**config.mk**
```make
export PLATFORM = sky130hd
export DESIGN_NAME = pwts_top
export DESIGN_NICKNAME = d
export VERILOG_FILES = /design/src/rtl/pwts_pkg.sv /design/src/rtl/pwts_timebase.sv /design/src/rtl/pwts_channel.sv /design/src/rtl/pwts_top.sv
export SDC_FILE = /design/constraint.sdc
export NUM_CORES = 1
export LEC_CHECK = 0
export BUFFER_PORTS_ARGS = -buffer_cell sky130_fd_sc_hd__buf_2
export CAP_MARGIN = 15
export CORE_MARGIN = 1.5
export CORE_UTILIZATION = 59
export DETAILED_ROUTE_END_ITERATION = 12
export PLACE_DENSITY = 0.9
export SYNTH_ARGS = -nofsm -noshare
export SYNTH_HDL_FRONTEND = slang
export SYNTH_SLANG_ARGS = --single-unit
```
**constraint.sdc**
```tcl
create_clock -name sys_clk -period 3.6 [get_ports sys_clk]
set_input_delay 0.72 -clock sys_clk [delete_from_list [all_inputs] [get_ports sys_clk]]
set_output_delay 0.72 -clock sys_clk [all_outputs]
set_load 0.02 [all_outputs]
```
**src/rtl/pwts_pkg.sv**
```systemverilog
// shared constants of the ten-bit pwm block with per-channel timer select
package pwts_pkg;
  // structure of the block
  localparam int NUM_TMR   = 3;          // pwm timers: two, four and six
  localparam int NUM_CH    = 2;          // pwm channels
  localparam int NUM_CC    = 4;          // capture/compare units served
  localparam int ADDR_W    = 12;         // axi byte address width
  localparam int IDX_W     = 10;         // register index width
  // register indices, byte address is four times the index
  localparam logic [9:0] IDX_CC_SEL     = 10'h21e; // capture_compare_timer_select
  localparam logic [9:0] IDX_PWM_SEL    = 10'h21f; // pwm_timer_select
  localparam logic [9:0] IDX_TMR_CTRL0  = 10'h220; // timer control, +timer
  localparam logic [9:0] IDX_TMR_PER0   = 10'h224; // selected_period_reg, +timer
  localparam logic [9:0] IDX_TMR_CNT0   = 10'h228; // selected_timer_count, +timer
  localparam logic [9:0] IDX_DUTY_HI0   = 10'h22c; // duty_high_reg, +channel
  localparam logic [9:0] IDX_DUTY_LO0   = 10'h22e; // duty_low_reg, +channel
  localparam logic [9:0] IDX_CH_CTRL0   = 10'h230; // pwm_channel_control, +ch
  localparam logic [9:0] IDX_PIN_DIR    = 10'h232; // pin_direction_control
  // reset values
  localparam logic [7:0] CC_SEL_RST     = 8'h55;   // every unit on pair one
  localparam logic [7:0] PWM_SEL_RST    = 8'h14;   // every channel on timer two
  localparam logic [1:0] PIN_DIR_RST    = 2'h3;    // all pins input
  // field positions
  localparam int PWM_SEL_LSB   = 2;   // channel c field at 2+2c
  localparam int DUTY_LO_LSB   = 6;   // two low duty bits at 7:6
  localparam int CTRL_EN_BIT   = 7;   // channel enable
  localparam int CTRL_OUT_BIT  = 5;   // read-only output level
  localparam int CTRL_POL_BIT  = 4;   // output_invert_bit
  localparam int TCTRL_ON_BIT  = 0;   // timer run
  localparam int TCTRL_PS_LSB  = 1;   // prescale select at 2:1
  // timing: timer counts at system clock divided by four
  localparam int CLK_PERIOD_NS = 4;
  localparam int SUB_STEPS     = 4;
  // axi answers
  localparam logic [1:0] RESP_OKAY   = 2'h0;
  localparam logic [1:0] RESP_SLVERR = 2'h2;
endpackage : pwts_pkg

```
**src/rtl/pwts_timebase.sv**
```systemverilog
// one pwm timer: prescaler, two sub-count bits and eight-bit count
module pwts_timebase (
  input  wire logic       sys_clk,
  input  wire logic       rstn,
  input  wire logic       timerOn,     // timer runs
  input  wire logic       sleep,       // freeze everything
  input  wire logic [1:0] prescaleSel, // 1, 4, 16 or 64
  input  wire logic [7:0] period,      // period register
  output logic      [9:0] timeBase,    // {count, sub-count}
  output logic            baseStep,    // time base advanced this cycle
  output logic            periodStart  // count just cleared at period end
);
  logic [5:0] presc_reg;  // prescale divider
  logic [1:0] sub_reg;    // two sub-count bits
  logic [7:0] tmr_reg;    // eight-bit count
  logic       step_reg;
  logic       start_reg;
  logic       advance;
  logic       wrap;

  // last prescale count for each selection
  function automatic logic [5:0] lastCount(input logic [1:0] sel);
    case (sel)
      2'h0:    lastCount = 6'h00;
      2'h1:    lastCount = 6'h03;
      2'h2:    lastCount = 6'h0f;
      default: lastCount = 6'h3f;
    endcase
  endfunction : lastCount

  // sleep holds the count; no postscaler exists on this path
  assign advance = timerOn && !sleep
                   && (presc_reg == lastCount(prescaleSel));
  assign wrap    = (sub_reg == 2'(pwts_pkg::SUB_STEPS - 1))
                   && (tmr_reg == period);

  // prescaler
  always_ff @(posedge sys_clk) begin
    if (!rstn) presc_reg <= 6'h00;
    else if (!timerOn || advance) presc_reg <= 6'h00;
    else if (!sleep) presc_reg <= presc_reg + 6'h01;
  end

  // sub-count below the eight-bit count forms the ten-bit base
  always_ff @(posedge sys_clk) begin
    if (!rstn) begin
      sub_reg <= 2'h0;
      tmr_reg <= 8'h00;
    end else if (advance) begin
      sub_reg <= sub_reg + 2'h1;
      if (wrap) tmr_reg <= 8'h00;
      else if (sub_reg == 2'(pwts_pkg::SUB_STEPS - 1))
        tmr_reg <= tmr_reg + 8'h01;
    end
  end

  // event pulses for the channels
  always_ff @(posedge sys_clk) begin
    if (!rstn) begin
      step_reg  <= 1'b0;
      start_reg <= 1'b0;
    end else begin
      step_reg  <= advance;
      start_reg <= advance && wrap;
    end
  end

  assign timeBase    = {tmr_reg, sub_reg};
  assign baseStep    = step_reg;
  assign periodStart = start_reg;
endmodule : pwts_timebase

```
**src/rtl/pwts_channel.sv**
```systemverilog
// one pwm channel: buffered duty, compare and polarity
module pwts_channel (
  input  wire logic       sys_clk,
  input  wire logic       rstn,
  input  wire logic [9:0] timeBase,    // selected timer base
  input  wire logic       baseStep,    // base advanced
  input  wire logic       periodStart, // period begins
  input  wire logic [7:0] period,      // selected period register
  input  wire logic [7:0] dutyHigh,    // eight upper duty bits
  input  wire logic [1:0] dutyLow,     // two lower duty bits
  input  wire logic       enable,      // channel enable
  input  wire logic       invert,      // polarity
  output logic            level        // output after polarity
);
  logic [9:0] dutyBuf_reg; // working copy of duty
  logic       raw_reg;     // active-high pulse before polarity
  logic       level_reg;
  logic [9:0] newDuty;
  logic       fullDuty;

  assign newDuty  = {dutyHigh, dutyLow};
  // a duty past the last base value never meets the base
  assign fullDuty = dutyBuf_reg > {period, 2'h3};

  // latch duty and start the pulse at each period start
  always_ff @(posedge sys_clk) begin
    if (!rstn) begin
      dutyBuf_reg <= 10'h000;
      raw_reg     <= 1'b0;
    end else if (periodStart) begin
      dutyBuf_reg <= newDuty;
      raw_reg     <= (newDuty != 10'h000);
    end else if (baseStep && timeBase == dutyBuf_reg && !fullDuty) begin
      raw_reg     <= 1'b0;
    end
  end

  // enable gates, then polarity inverts
  always_ff @(posedge sys_clk) begin
    if (!rstn) level_reg <= 1'b0;
    else level_reg <= (enable && raw_reg) ^ invert;
  end

  assign level = level_reg;
endmodule : pwts_channel

```
**src/rtl/pwts_top.sv**
```systemverilog
// ten-bit pwm block with timer selection and axi4-lite registers
module pwts_top (
  input  wire logic                        sys_clk,
  input  wire logic                        rstn,
  // axi4-lite slave
  input  wire logic [pwts_pkg::ADDR_W-1:0] s_axi_awaddr,
  input  wire logic                        s_axi_awvalid,
  output logic                             s_axi_awready,
  input  wire logic [31:0]                 s_axi_wdata,
  input  wire logic [3:0]                  s_axi_wstrb,
  input  wire logic                        s_axi_wvalid,
  output logic                             s_axi_wready,
  output logic [1:0]                       s_axi_bresp,
  output logic                             s_axi_bvalid,
  input  wire logic                        s_axi_bready,
  input  wire logic [pwts_pkg::ADDR_W-1:0] s_axi_araddr,
  input  wire logic                        s_axi_arvalid,
  output logic                             s_axi_arready,
  output logic [31:0]                      s_axi_rdata,
  output logic [1:0]                       s_axi_rresp,
  output logic                             s_axi_rvalid,
  input  wire logic                        s_axi_rready,
  // device side
  input  wire logic                        sleepReq,       // sleep, async
  output logic [pwts_pkg::NUM_CH-1:0]      pwmOut,         // pin level
  output logic [pwts_pkg::NUM_CH-1:0]      pwmOe,          // pin drive
  output logic [2*pwts_pkg::NUM_CC-1:0]    ccTimerPair     // pair index
);
  // software registers
  logic [7:0] ccSel_reg;                       // capture timer fields
  logic [7:0] pwmSel_reg;                      // pwm timer fields
  logic [2:0] tmrCtrl_reg  [pwts_pkg::NUM_TMR]; // {prescale, on}
  logic [7:0] tmrPer_reg   [pwts_pkg::NUM_TMR]; // period per timer
  logic [7:0] dutyHi_reg   [pwts_pkg::NUM_CH];  // duty upper byte
  logic [1:0] dutyLo_reg   [pwts_pkg::NUM_CH];  // duty lower bits
  logic [1:0] chCtrl_reg   [pwts_pkg::NUM_CH];  // {enable, polarity}
  logic [1:0] pinDir_reg;                      // 1 = input
  // bus state
  logic        awready_reg;
  logic        bvalid_reg;
  logic [1:0]  bresp_reg;
  logic        arready_reg;
  logic        rvalid_reg;
  logic [1:0]  rresp_reg;
  logic [31:0] rdata_reg;
  // sleep synchroniser
  logic        sleepS1_reg;
  logic        sleepS2_reg;
  logic        sleepS3_reg;
  logic        sleep_reg;
  // output flops
  logic [pwts_pkg::NUM_CH-1:0]   pwmOut_reg;
  logic [pwts_pkg::NUM_CH-1:0]   pwmOe_reg;
  logic [2*pwts_pkg::NUM_CC-1:0] ccPair_reg;
  // timer and channel wiring
  logic [9:0] tBase   [pwts_pkg::NUM_TMR];
  logic       tStep   [pwts_pkg::NUM_TMR];
  logic       tStart  [pwts_pkg::NUM_TMR];
  logic       chLevel [pwts_pkg::NUM_CH];
  logic [1:0] chTmr   [pwts_pkg::NUM_CH];
  // decode
  logic [9:0]  wrIdx;
  logic [9:0]  rdIdx;
  logic        wrFire;
  logic        rdFire;
  logic        wrOk;
  logic        rdOk;
  logic [7:0]  rdByte;

  // timer field to timer index; reserved code falls back to timer two
  function automatic logic [1:0] timerIndex(input logic [1:0] field);
    case (field)
      2'h1:    timerIndex = 2'h0;
      2'h2:    timerIndex = 2'h1;
      2'h3:    timerIndex = 2'h2;
      default: timerIndex = 2'h0;
    endcase
  endfunction : timerIndex

  // true when idx lies in a block of n registers starting at base
  function automatic logic inBlock(input logic [9:0] idx,
                                   input logic [9:0] base,
                                   input int n);
    inBlock = (idx >= base) && (idx < base + 10'(n));
  endfunction : inBlock

  // sleep comes from outside; counted once stages two and three agree
  always_ff @(posedge sys_clk) begin
    if (!rstn) begin
      sleepS1_reg <= 1'b0;
      sleepS2_reg <= 1'b0;
      sleepS3_reg <= 1'b0;
      sleep_reg   <= 1'b0;
    end else begin
      sleepS1_reg <= sleepReq;
      sleepS2_reg <= sleepS1_reg;
      sleepS3_reg <= sleepS2_reg;
      if (sleepS2_reg == sleepS3_reg) sleep_reg <= sleepS3_reg;
    end
  end

  // timers two, four and six
  for (genvar t = 0; t < pwts_pkg::NUM_TMR; t++) begin : gTmr
    pwts_timebase uTmr (
      .sys_clk     (sys_clk),
      .rstn        (rstn),
      .timerOn     (tmrCtrl_reg[t][pwts_pkg::TCTRL_ON_BIT]),
      .sleep       (sleep_reg),
      .prescaleSel (tmrCtrl_reg[t][pwts_pkg::TCTRL_PS_LSB +: 2]),
      .period      (tmrPer_reg[t]),
      .timeBase    (tBase[t]),
      .baseStep    (tStep[t]),
      .periodStart (tStart[t])
    );
  end

  // channels take base, events and period from their chosen timer
  for (genvar c = 0; c < pwts_pkg::NUM_CH; c++) begin : gCh
    assign chTmr[c] = timerIndex(
      pwmSel_reg[pwts_pkg::PWM_SEL_LSB + 2*c +: 2]);
    pwts_channel uCh (
      .sys_clk     (sys_clk),
      .rstn        (rstn),
      .timeBase    (tBase[chTmr[c]]),
      .baseStep    (tStep[chTmr[c]]),
      .periodStart (tStart[chTmr[c]]),
      .period      (tmrPer_reg[chTmr[c]]),
      .dutyHigh    (dutyHi_reg[c]),
      .dutyLow     (dutyLo_reg[c]),
      .enable      (chCtrl_reg[c][1]),
      .invert      (chCtrl_reg[c][0]),
      .level       (chLevel[c])
    );
  end

  // pin level and drive; drive only once direction is set to output
  always_ff @(posedge sys_clk) begin
    if (!rstn) begin
      pwmOut_reg <= '0;
      pwmOe_reg  <= '0;
    end else begin
      for (int c = 0; c < pwts_pkg::NUM_CH; c++) begin
        pwmOut_reg[c] <= chLevel[c];
        pwmOe_reg[c]  <= !pinDir_reg[c];
      end
    end
  end

  // capture units learn which timer pair backs them
  always_ff @(posedge sys_clk) begin
    if (!rstn) ccPair_reg <= '0;
    else begin
      for (int k = 0; k < pwts_pkg::NUM_CC; k++)
        ccPair_reg[2*k +: 2] <= timerIndex(ccSel_reg[2*k +: 2]);
    end
  end

  // write side: take address and data together, ready for one cycle
  assign wrIdx  = s_axi_awaddr[pwts_pkg::ADDR_W-1:2];
  assign wrFire = s_axi_awvalid && s_axi_wvalid && !awready_reg
                  && !bvalid_reg;
  assign wrOk   = (wrIdx == pwts_pkg::IDX_CC_SEL)
               || (wrIdx == pwts_pkg::IDX_PWM_SEL)
               || (wrIdx == pwts_pkg::IDX_PIN_DIR)
               || inBlock(wrIdx, pwts_pkg::IDX_TMR_CTRL0, pwts_pkg::NUM_TMR)
               || inBlock(wrIdx, pwts_pkg::IDX_TMR_PER0, pwts_pkg::NUM_TMR)
               || inBlock(wrIdx, pwts_pkg::IDX_DUTY_HI0, pwts_pkg::NUM_CH)
               || inBlock(wrIdx, pwts_pkg::IDX_DUTY_LO0, pwts_pkg::NUM_CH)
               || inBlock(wrIdx, pwts_pkg::IDX_CH_CTRL0, pwts_pkg::NUM_CH);

  // write handshake and response; counts are read-only and answer error
  always_ff @(posedge sys_clk) begin
    if (!rstn) begin
      awready_reg <= 1'b0;
      bvalid_reg  <= 1'b0;
      bresp_reg   <= pwts_pkg::RESP_OKAY;
    end else begin
      awready_reg <= wrFire;
      if (awready_reg) begin
        bvalid_reg <= 1'b1;
        bresp_reg  <= wrOk ? pwts_pkg::RESP_OKAY : pwts_pkg::RESP_SLVERR;
      end else if (s_axi_bready) begin
        bvalid_reg <= 1'b0;
      end
    end
  end

  // register stores; only byte lane zero carries data
  always_ff @(posedge sys_clk) begin
    if (!rstn) begin
      ccSel_reg  <= pwts_pkg::CC_SEL_RST;
      pwmSel_reg <= pwts_pkg::PWM_SEL_RST;
      pinDir_reg <= pwts_pkg::PIN_DIR_RST;
      for (int t = 0; t < pwts_pkg::NUM_TMR; t++) begin
        tmrCtrl_reg[t] <= 3'h0;
        tmrPer_reg[t]  <= 8'hff;
      end
      for (int c = 0; c < pwts_pkg::NUM_CH; c++) begin
        dutyHi_reg[c] <= 8'h00;
        dutyLo_reg[c] <= 2'h0;
        chCtrl_reg[c] <= 2'h0;
      end
    end else if (awready_reg && s_axi_wstrb[0]) begin
      if (wrIdx == pwts_pkg::IDX_CC_SEL) ccSel_reg <= s_axi_wdata[7:0];
      if (wrIdx == pwts_pkg::IDX_PWM_SEL)
        pwmSel_reg <= s_axi_wdata[7:0] & 8'h3c;
      if (wrIdx == pwts_pkg::IDX_PIN_DIR) pinDir_reg <= s_axi_wdata[1:0];
      for (int t = 0; t < pwts_pkg::NUM_TMR; t++) begin
        if (wrIdx == pwts_pkg::IDX_TMR_CTRL0 + 10'(t))
          tmrCtrl_reg[t] <= s_axi_wdata[2:0];
        if (wrIdx == pwts_pkg::IDX_TMR_PER0 + 10'(t))
          tmrPer_reg[t] <= s_axi_wdata[7:0];
      end
      // duty halves land here at any time; channels load them later
      for (int c = 0; c < pwts_pkg::NUM_CH; c++) begin
        if (wrIdx == pwts_pkg::IDX_DUTY_HI0 + 10'(c))
          dutyHi_reg[c] <= s_axi_wdata[7:0];
        if (wrIdx == pwts_pkg::IDX_DUTY_LO0 + 10'(c))
          dutyLo_reg[c] <= s_axi_wdata[pwts_pkg::DUTY_LO_LSB +: 2];
        if (wrIdx == pwts_pkg::IDX_CH_CTRL0 + 10'(c))
          chCtrl_reg[c] <= {s_axi_wdata[pwts_pkg::CTRL_EN_BIT],
                            s_axi_wdata[pwts_pkg::CTRL_POL_BIT]};
      end
    end
  end

  // read mux; reserved bits read zero
  assign rdIdx = s_axi_araddr[pwts_pkg::ADDR_W-1:2];
  always_comb begin
    rdOk   = 1'b1;
    rdByte = 8'h00;
    if (rdIdx == pwts_pkg::IDX_CC_SEL) rdByte = ccSel_reg;
    else if (rdIdx == pwts_pkg::IDX_PWM_SEL) rdByte = pwmSel_reg;
    else if (rdIdx == pwts_pkg::IDX_PIN_DIR) rdByte = {6'h00, pinDir_reg};
    else if (inBlock(rdIdx, pwts_pkg::IDX_TMR_CTRL0, pwts_pkg::NUM_TMR))
      rdByte = {5'h00, tmrCtrl_reg[2'(rdIdx - pwts_pkg::IDX_TMR_CTRL0)]};
    else if (inBlock(rdIdx, pwts_pkg::IDX_TMR_PER0, pwts_pkg::NUM_TMR))
      rdByte = tmrPer_reg[2'(rdIdx - pwts_pkg::IDX_TMR_PER0)];
    else if (inBlock(rdIdx, pwts_pkg::IDX_TMR_CNT0, pwts_pkg::NUM_TMR))
      rdByte = tBase[2'(rdIdx - pwts_pkg::IDX_TMR_CNT0)][9:2];
    else if (inBlock(rdIdx, pwts_pkg::IDX_DUTY_HI0, pwts_pkg::NUM_CH))
      rdByte = dutyHi_reg[1'(rdIdx - pwts_pkg::IDX_DUTY_HI0)];
    else if (inBlock(rdIdx, pwts_pkg::IDX_DUTY_LO0, pwts_pkg::NUM_CH))
      rdByte = {dutyLo_reg[1'(rdIdx - pwts_pkg::IDX_DUTY_LO0)], 6'h00};
    else if (inBlock(rdIdx, pwts_pkg::IDX_CH_CTRL0, pwts_pkg::NUM_CH))
      rdByte = {chCtrl_reg[1'(rdIdx - pwts_pkg::IDX_CH_CTRL0)][1], 1'b0,
                chLevel[1'(rdIdx - pwts_pkg::IDX_CH_CTRL0)],
                chCtrl_reg[1'(rdIdx - pwts_pkg::IDX_CH_CTRL0)][0], 4'h0};
    else rdOk = 1'b0; // unmapped: error answer, zero data
  end

  // read handshake: ready for one cycle, data the edge after
  assign rdFire = s_axi_arvalid && !arready_reg && !rvalid_reg;
  always_ff @(posedge sys_clk) begin
    if (!rstn) begin
      arready_reg <= 1'b0;
      rvalid_reg  <= 1'b0;
      rresp_reg   <= pwts_pkg::RESP_OKAY;
      rdata_reg   <= 32'h00000000;
    end else begin
      arready_reg <= rdFire;
      if (arready_reg) begin
        rvalid_reg <= 1'b1;
        rdata_reg  <= {24'h000000, rdByte};
        rresp_reg  <= rdOk ? pwts_pkg::RESP_OKAY : pwts_pkg::RESP_SLVERR;
      end else if (s_axi_rready) begin
        rvalid_reg <= 1'b0;
      end
    end
  end

  // ports from flops
  assign s_axi_awready = awready_reg;
  assign s_axi_wready  = awready_reg;
  assign s_axi_bvalid  = bvalid_reg;
  assign s_axi_bresp   = bresp_reg;
  assign s_axi_arready = arready_reg;
  assign s_axi_rvalid  = rvalid_reg;
  assign s_axi_rresp   = rresp_reg;
  assign s_axi_rdata   = rdata_reg;
  assign pwmOut        = pwmOut_reg;
  assign pwmOe         = pwmOe_reg;
  assign ccTimerPair   = ccPair_reg;
endmodule : pwts_top

```
==> results.yml, run 1 <==
critical_path:
  path_max_fanout: 12
  worst_path_largest_cell_delay_ns: 0.89
  required_ns: 3.90
  crit_path_end_kind: "flip-flop"
  crit_arrival_ns: 2.91
  critPathKind: "reg -> reg"
  crit_chain: "mux2i_1 > nand2_1 > o21ai_0 > ha_1 > a21o_1 > a21o_1 > a21oi_1 > o21ai_0 > o31ai_1 > a311oi_1"
  critPathSlowestCell: "dfxtp_1"
  worstSetupStartpointType: "flip-flop"
route:
  drt-met1-wl_mm: 10.4
  wl_mm: 27.3
  met3_wirelength_mm: 2.76
  firstDrtPassIters: 5
  dr_wl_met2_mm: 12.5
  drc: 0
  viasPerCell: 6.29
  num_vias: 8129
  detailedRoute.firstIterationViolations: 846
  dr.max_layer_used: "met4"
  detail-route-antenna-nets: 0
  drt-wirelength-per-cell_um: 21.1
yosys:
  yosys_warnings: 0
  synth_area_leaders: "dfxtp_1 (25%), edfxtp_1 (17%), mux2i_1 (10%), xor2_1 (5.3%), nor2_1 (4.0%)"
  avgSynthCellArea_um2: 9.62
  synth_common_cells: "dfxtp_1 (122), nor2_1 (106), mux2i_1 (103), nand2_1 (76), xor2_1 (60)"
  ys_seq_elements: 179
  synth-edff-count: 57
  synthAdderAreaFrac_pct: 3.55
  ys_seq_area_share_pct: 42.1
  synth_most_common_cell: "dfxtp_1"
  synth_compound_area_share_pct: 9.51
  synth_simple_gate_area_share_pct: 18.9
  ys.flop_type: "dfxtp_1"
  synth_mux_area_share_pct: 12.3
  synth.distinct_cells: 69
  async_flop_share_pct: 0
  syn_area_mm2: 0.00986
  synth_top_area_share_pct: 24.8
  synth_xor_area_share_pct: 8.70
  synthCells: 1025
  yosysTopAreaCell: "dfxtp_1"
  synth_top_family_by_area: "simple AND/OR/NAND/NOR gates"
pwr:
  irDropWorstVdd_mv: 0.367
  power_density_mw_per_mm2: 396
  p_leak_nw: 4.57
  p_total_w: 0.00429
grt:
  grt_pass1_wl_mm: 42.8
  grt_pass1_vias: 7948
  grt_overflow: 0
  grt_start_max_net_pins: 39
  antenna_found_initial: 0
  grt_util_all_layers_pct: 31.6
placed_design:
  dp.cells: 1261
  hpwlAfterDp_mm: 19.4
  gp_congestion: 0.974
  dpl_cell_area_mm2: 0.0102
  io_buffers: 63
clock_tree:
  htreeDepth: 4
  cts_tree: "yes"
  post_cts_resized: 0
  cts-root-buf: "clkbuf_16"
  cts_sinks: 179
  post-cts-setup-buffers: 0
  cts-buffers-inserted: 17
  cts_hold_buf: 0
  clkLatencyLatePin_ns: 0.45
  clk_path_buf_depth: 2
  clk_pin_slew_ns: 0.08
timing:
  finalCriticalPeriod_ns: 2.62
  setup-violations-final: 0
  fmax_mhz: 382
  finalSetupTns_ns: 0
  worst_pin_slew_ns: 1.08
  rsz0062_at_grt: "no"
  maxSlewViolCount: 0
  max_slew_margin_pct: 28.0
  hold_viol: 0
  timing.final.crit_share_pct: 72.7
  hold_ws_ns: 0.450
  skew_ns: 0.0166
die:
  die_area_mm2: 0.0175
  rows: 47
  start_util_pct: 59.9
  chipHeight_um: 132
  fp.dieW_um: 132
  io_pins: 121
  coreArea_mm2: 0.0165
layout:
  layout.nets: 1156
  diodes: 0
  design_area_mm2: 0.0108
  syn2layout_area_growth_pct: 9.64
  stdcell_count: 1293
  drive_above_1_share_pct: 13.0
  final.fill_count: 1268
outcome:
  status: "completed"
worst_hold_path:
  hp-class: "reg -> reg"
job:
  drv_cap: 0
==> worst max-delay path: cells and delay by family (launching register included) <==
family	cells	cell delay, ns
mux	1	0.26
compound gates	7	0.93
flops	1	0.89
simple gates	1	0.06
fa+ha+maj	1	0.32
==> layer usage <==
metal	GRT usage [%]	up-vias
met4	19.7	0
met1	40.3	3829
met2	49.6	502
met3	6.34	118
li1	-	3680
met5	0	-
==> logic make-up after synthesis <==
kind of cell,count (synthesis)
AND/OR/NAND/NOR,355
multiplexers,117
flip-flops,179
buffers and inverters,98
adder cells (fa/ha/maj),28
other,1
AO/OA/AOI/OAI,149
XOR/XNOR,98
==> power breakdown <==
group	internal [W]	total [W]	switching (W)
logic	0.0000838	0.000264	0.000181
registers	0.00211	0.00215	0.0000432
clock network	0.000984	0.00187	0.000886
==> layout by cell type, fill, tap and decap left out, types with 11 or more instances in the layout <==
cell type,instances
a21oi_1,28
and2_1,22
and3_1,11
buf_2,63
buf_4,16
clkbuf_16,17
conb_1,26
dfxtp_1,122
edfxtp_1,57
ha_1,28
mux2_2,12
mux2i_1,103
nand2_1,76
nand3_1,30
nand4_1,21
nor2_1,106
nor3_1,13
nor4_1,14
o21ai_0,52
or3_1,14
xnor2_1,38
xor2_1,60
==> path summary, 6_finish.rpt <==
kind / slack, ns / cells after the start / end / from
worst max-delay path: 0.98 / 10 / gCh[0].uCh.raw_reg$_SDFFE_PN0P_ / pwmSel_reg[2]$_SDFFE_PN1P_
worst min-delay path: 0.45 / 1 / sleepS2_reg$_SDFF_PN0_ / sleepS1_reg$_SDFF_PN0_
worst max register to register: 0.98 / 10 / gCh[0].uCh.raw_reg$_SDFFE_PN0P_ / pwmSel_reg[2]$_SDFFE_PN1P_
worst min register to register: 0.45 / 1 / sleepS2_reg$_SDFF_PN0_ / sleepS1_reg$_SDFF_PN0_
==> final cells by class <==
cell class                 instances  area (um2)  area share [%]
clock buffer                      17         425            3.93
clock inverter                    15         170            1.57
inverter                          10        37.5           0.347
multi-input combinational        773        5320            49.2
sequential                       179        4150            38.4
tap                              220         275            2.55
timing repair buffer              79         435            4.03
==> metrics by stage <==
step | util [%] | worst slack [ns]
final | 65.7 | 0.984
after global routing | 65.7 | 0.863
after CTS | 65.7 | 1.09
after detailed placement | 62.1 | 0.738
after global placement | 62.1 | 0.786
after floorplan | - | 1.03
No activity file was read; power rests on OpenSTA's default activity.
==> inputs of run 2 (changes only) <==
==> constraint.sdc (replaced) <==
create_clock -name sys_clk -period 2.7 [get_ports sys_clk]
set_input_delay 0.54 -clock sys_clk [delete_from_list [all_inputs] [get_ports sys_clk]]
set_output_delay 0.54 -clock sys_clk [all_outputs]
set_load 0.02 [all_outputs]
==> run 2 against run 1 <==
Net effect: non-clock buffer count grew 13; sequential power grew 33%; setup slack lost 0.68 ns; wire length shrank 1.0%; sequential share of layout area shrank 0.41 points; clock power grew 34%; total power grew 34%; die area is the same; worst hold slack lost 0.12 ns; maximum frequency grew 9.2%; core utilization grew 0.71 points; critical path type unchanged; critical endpoint is now gCh[1].uCh.raw_reg$_SDFFE_PN0P_.
==> results.yml, run 2 (synthesized netlist as in run 1, its figures left out) <==
timing:
  fmax_mhz: 417
  hold_ws_ns: 0.328
  skew_ns: 0.0121
  setup-violations-final: 0
  worst_pin_slew_ns: 0.758
  maxSlewViolCount: 0
  hold_viol: 0
  max_slew_margin_pct: 49.4
  timing.final.crit_share_pct: 88.7
  finalSetupTns_ns: 0
  rsz0062_at_grt: "no"
  finalCriticalPeriod_ns: 2.40
critical_path:
  worstSetupStartpointType: "flip-flop"
  crit_arrival_ns: 2.71
  required_ns: 3.01
  path_max_fanout: 13
  crit_path_end_kind: "flip-flop"
  critPathKind: "reg -> reg"
outcome:
  status: "completed"
clock_tree:
  clkLatencyLatePin_ns: 0.44
  post-cts-setup-buffers: 0
  clk_pin_slew_ns: 0.07
  cts_sinks: 179
  htreeDepth: 4
  cts_hold_buf: 0
  cts-root-buf: "clkbuf_16"
  clk_path_buf_depth: 2
  cts-buffers-inserted: 17
  post_cts_resized: 0
  cts_tree: "yes"
grt:
  grt_util_all_layers_pct: 31.3
  grt_pass1_wl_mm: 42.4
  grt_pass1_vias: 7780
  antenna_found_initial: 0
  grt_start_max_net_pins: 47
  grt_overflow: 0
route:
  detailedRoute.firstIterationViolations: 917
  num_vias: 8221
  viasPerCell: 6.29
  detail-route-antenna-nets: 0
  drt-wirelength-per-cell_um: 20.7
  firstDrtPassIters: 6
  wl_mm: 27.0
  drc: 0
pwr:
  irDropWorstVdd_mv: 0.525
  power_density_mw_per_mm2: 525
  p_leak_nw: 4.65
  p_total_w: 0.00574
die:
  start_util_pct: 59.9
  io_pins: 121
  rows: 47
  fp.dieW_um: 132
  chipHeight_um: 132
  die_area_mm2: 0.0175
  coreArea_mm2: 0.0165
layout:
  drive_above_1_share_pct: 13.8
  syn2layout_area_growth_pct: 10.8
  final_cell_mix: "dfxtp_1 (122), nor2_1 (106), mux2i_1 (103)"
  final_common_cell: "dfxtp_1"
  diodes: 0
  layout.nets: 1169
  stdcell_count: 1306
placed_design:
  gp_congestion: 0.956
  hpwlAfterDp_mm: 19.6
  dp.cells: 1274
  io_buffers: 63
job:
  drv_cap: 0
worst_hold_path:
  hp-class: "in -> reg"
-- run 2: cell types whose count changed in the layout (fill, tap and decap cells not counted), sizes merged --
| cell | delta |
|---|---|
| clkinv | -4 |
| inv | +3 |
| buf | +13 |
| clkbuf | +2 |
| clkinvlp | -1 |
-- run 2: final timing paths --
path,start,endpoint,slack [ns],cells after the start
min,s_axi_arvalid,s_axi_arready$_SDFF_PN0_,0.33,3
max reg2reg,pwmSel_reg[4]$_SDFFE_PN1P_,gCh[1].uCh.raw_reg$_SDFFE_PN0P_,0.30,10
max,pwmSel_reg[4]$_SDFFE_PN1P_,gCh[1].uCh.raw_reg$_SDFFE_PN0P_,0.30,10
min reg2reg,ccSel_reg[4]$_SDFFE_PN1P_,ccTimerPair[4]$_SDFF_PN0_,0.46,1
-- run 2: routing by layer --
metal	share of wire, %	wire length [um]	track usage (%)
met1	39	10600	40.5
met2	45	12200	48.3
met3	11	2860	7.57
met4	5.1	1380	17.5
met5	0	0	0
-- run 2: power by group --
group	internal (W)	total, W	leakage, nW	switching (W)
registers	0.00281	0.00287	1.51	0.0000571
clock network	0.00136	0.00250	0.289	0.00114
logic	0.000121	0.000364	2.85	0.000243
total	0.00429	0.00574	4.65	0.00144
-- run 2: layout make-up --
type / count / area (um2)
Sequential cell: 179 / 4150
Multi-Input combinational cell: 773 / 5320
Clock inverter: 13 / 135
Inverter: 10 / 37.5
Fill cell: 1190 / 5540
Clock buffer: 19 / 454
Timing Repair Buffer: 92 / 558
Tap cell: 220 / 275
-- run 2: critical path, cell delays in order, from the launching register on --
cell,delay (ns)
dfxtp_1,0.69
buf_4,0.37
mux2i_1,0.21
nand2_1,0.06
o21ai_0,0.08
ha_1,0.28
nand4_1,0.13
a21oi_1,0.06
o22ai_1,0.13
a41o_1,0.18
o31ai_1,0.07
-- run 2: stage by stage --
stage / setup WS, ns / cell area (um2) / utilization [%]
2_1_floorplan: 0.180 / 9960 / -
3_5_place_dp: 0.325 / 10300 / 62.8
5_1_grt: 0.126 / 10900 / 66.4
6_report: 0.305 / 10900 / 66.4
4_1_cts: 0.393 / 10900 / 66.4
3_3_place_gp: 0.378 / 10300 / 62.8
==> inputs of run 3 (changes only) <==
--- a/config.mk
+++ b/config.mk
@@ -9,6 +9,7 @@
 export CAP_MARGIN = 15
 export CORE_MARGIN = 1.5
 export CORE_UTILIZATION = 59
+export CTS_BUF_LIST = sky130_fd_sc_hd__clkbuf_16
 export DETAILED_ROUTE_END_ITERATION = 12
 export PLACE_DENSITY = 0.9
 export SYNTH_ARGS = -nofsm -noshare
==> run 3 against run 2 <==
Net effect: clock power about the same; non-clock buffer count unchanged; maximum frequency increased by 0.25%; setup slack improved by 0.0061 ns; combinational power about the same; sequential share of layout area unchanged; clock skew increased by 0.0031 ns; count of clock-buffer cells in the layout decreased by 1; worst hold slack got worse by 0.0033 ns; wire length about the same; flip-flop and latch count unchanged; largest power group unchanged.
==> results.yml, run 3 (synthesized netlist as in run 1, its figures left out) <==
layout:
  stdcell_count: 1306
  fin_util_pct: 66.4
  drive_above_1_share_pct: 13.8
  final_cell_mix: "dfxtp_1 (122), nor2_1 (106), mux2i_1 (103)"
  final_common_cell: "dfxtp_1"
  syn2layout_area_growth_pct: 10.8
  layout.nets: 1169
  diodes: 0
route:
  viasPerCell: 6.29
  drc: 0
  wl_mm: 27.0
  num_vias: 8221
  detailedRoute.firstIterationViolations: 919
  drt-wirelength-per-cell_um: 20.7
  detail-route-antenna-nets: 0
  firstDrtPassIters: 5
pwr:
  intPower_w: 0.00429
  switchingPower_w: 0.00145
  clkPwrFrac_pct: 43.6
  p_leak_nw: 4.65
  combPwrFrac_pct: 6.3
  power_frac_seq_pct: 50.0
  irDropWorstVdd_mv: 0.530
  switching_share_pct: 25.2
  p_total_w: 0.00573
  power_density_mw_per_mm2: 525
critical_path:
  crit_path_end_kind: "flip-flop"
  critPathSlowestCell: "dfxtp_1"
  crit_family: "flip-flops"
  worst_path_largest_cell_delay_ns: 0.69
  crit_chain: "buf_4 > mux2i_1 > nand2_1 > o21ai_0 > ha_1 > nand4_1 > a21oi_1 > o22ai_1 > a41o_1 > o31ai_1"
  critPathKind: "reg -> reg"
  worstSetupStartpointType: "flip-flop"
  crit_buf_inv: 1
  required_ns: 3.01
  crit_arrival_ns: 2.70
  path_max_fanout: 13
die:
  chipHeight_um: 132
  io_pins: 121
  coreArea_mm2: 0.0165
  fp.dieW_um: 132
  start_util_pct: 59.9
  rows: 47
  die_area_mm2: 0.0175
grt:
  grt_util_all_layers_pct: 31.3
  grt_pass1_wl_mm: 42.4
  antenna_found_initial: 0
  grt_pass1_vias: 7780
  grt_overflow: 0
  grt_start_max_net_pins: 47
clock_tree:
  htreeDepth: 4
  cts_tree: "yes"
  clk_path_buf_depth: 2
  cts_sinks: 179
  post-cts-setup-buffers: 0
  cts_hold_buf: 0
  post_cts_resized: 0
  clk_pin_slew_ns: 0.07
  clkLatencyLatePin_ns: 0.45
  cts-root-buf: "clkbuf_16"
  cts-buffers-inserted: 17
timing:
  maxSlewViolCount: 0
  timing.final.crit_share_pct: 88.5
  finalSetupTns_ns: 0
  skew_ns: 0.0152
  max_slew_margin_pct: 49.3
  setup-violations-final: 0
  worst_pin_slew_ns: 0.760
  hold_viol: 0
  rsz0062_at_grt: "no"
  finalCriticalPeriod_ns: 2.39
  fmax_mhz: 419
outcome:
  status: "completed"
worst_hold_path:
  hp-class: "in -> reg"
placed_design:
  io_buffers: 63
  hpwlAfterDp_mm: 19.6
  gp_congestion: 0.956
  dp.cells: 1274
job:
  drv_cap: 0
[run 3: cell count changes in the layout (fill, tap and decap cells not counted)]
cell	change
clkbuf_1	-1
inv_1	+1
[run 3: final timing paths]
kind         depth (start not counted)                              end                       start  slack (ns)
max                                 10  gCh[1].uCh.raw_reg$_SDFFE_PN0P_  pwmSel_reg[4]$_SDFFE_PN1P_        0.31
max reg2reg                         10  gCh[1].uCh.raw_reg$_SDFFE_PN0P_  pwmSel_reg[4]$_SDFFE_PN1P_        0.31
min                                  3         s_axi_arready$_SDFF_PN0_               s_axi_arvalid        0.32
min reg2reg                          1         s_axi_awready$_SDFF_PN0_   s_axi_bvalid$_SDFFE_PN0P_        0.46
[run 3: cell type report]
cell class                      count  area (um2)
Clock inverter                     14         139
Multi-Input combinational cell    773        5320
Timing Repair Buffer               92         558
Inverter                           10        37.5
Sequential cell                   179        4150
Fill cell                        1190        5540
Tap cell                          220         275
Clock buffer                       18         450
[run 3: per-stage QoR]
step           hold WS [ns]  worst slack [ns]  area, um2
3_5_place_dp          0.441             0.325      10300
6_report              0.325             0.311      10900
2_1_floorplan         0.406             0.180       9960
3_3_place_gp          0.421             0.378      10300
4_1_cts               0.327             0.393      10900
5_1_grt               0.344             0.126      10900
[run 3: layer usage]
layer  vias up  track usage (%)  part of all wire [%]  routed length [um]
li1       3701                -                     -                   -
met1      3876             40.5                    39               10600
met2       535             48.3                    45               12200
met3       109             7.57                    10                2830
met4         0             17.5                   5.2                1410
met5         -                0                     0                   0
[run 3: worst reg2reg max path: stages, from the launching register on]
cell and delay, ns:
dfxtp_1 0.69, buf_4 0.37, mux2i_1 0.22, nand2_1 0.06, o21ai_0 0.08, ha_1 0.28
nand4_1 0.13, a21oi_1 0.05, o22ai_1 0.13, a41o_1 0.18, o31ai_1 0.07
[run 3: power groups by stage]
stage | sequential, W | clock (W) | combinational (W)
2_1_floorplan | 0.00292 | 0 | 0.000241
3_3_place_gp | 0.00292 | 0 | 0.000343
3_5_place_dp | 0.00293 | 0 | 0.000350
4_1_cts | 0.00287 | 0.00250 | 0.000355
5_1_grt | 0.00287 | 0.00263 | 0.000384
6_report | 0.00287 | 0.00250 | 0.000363
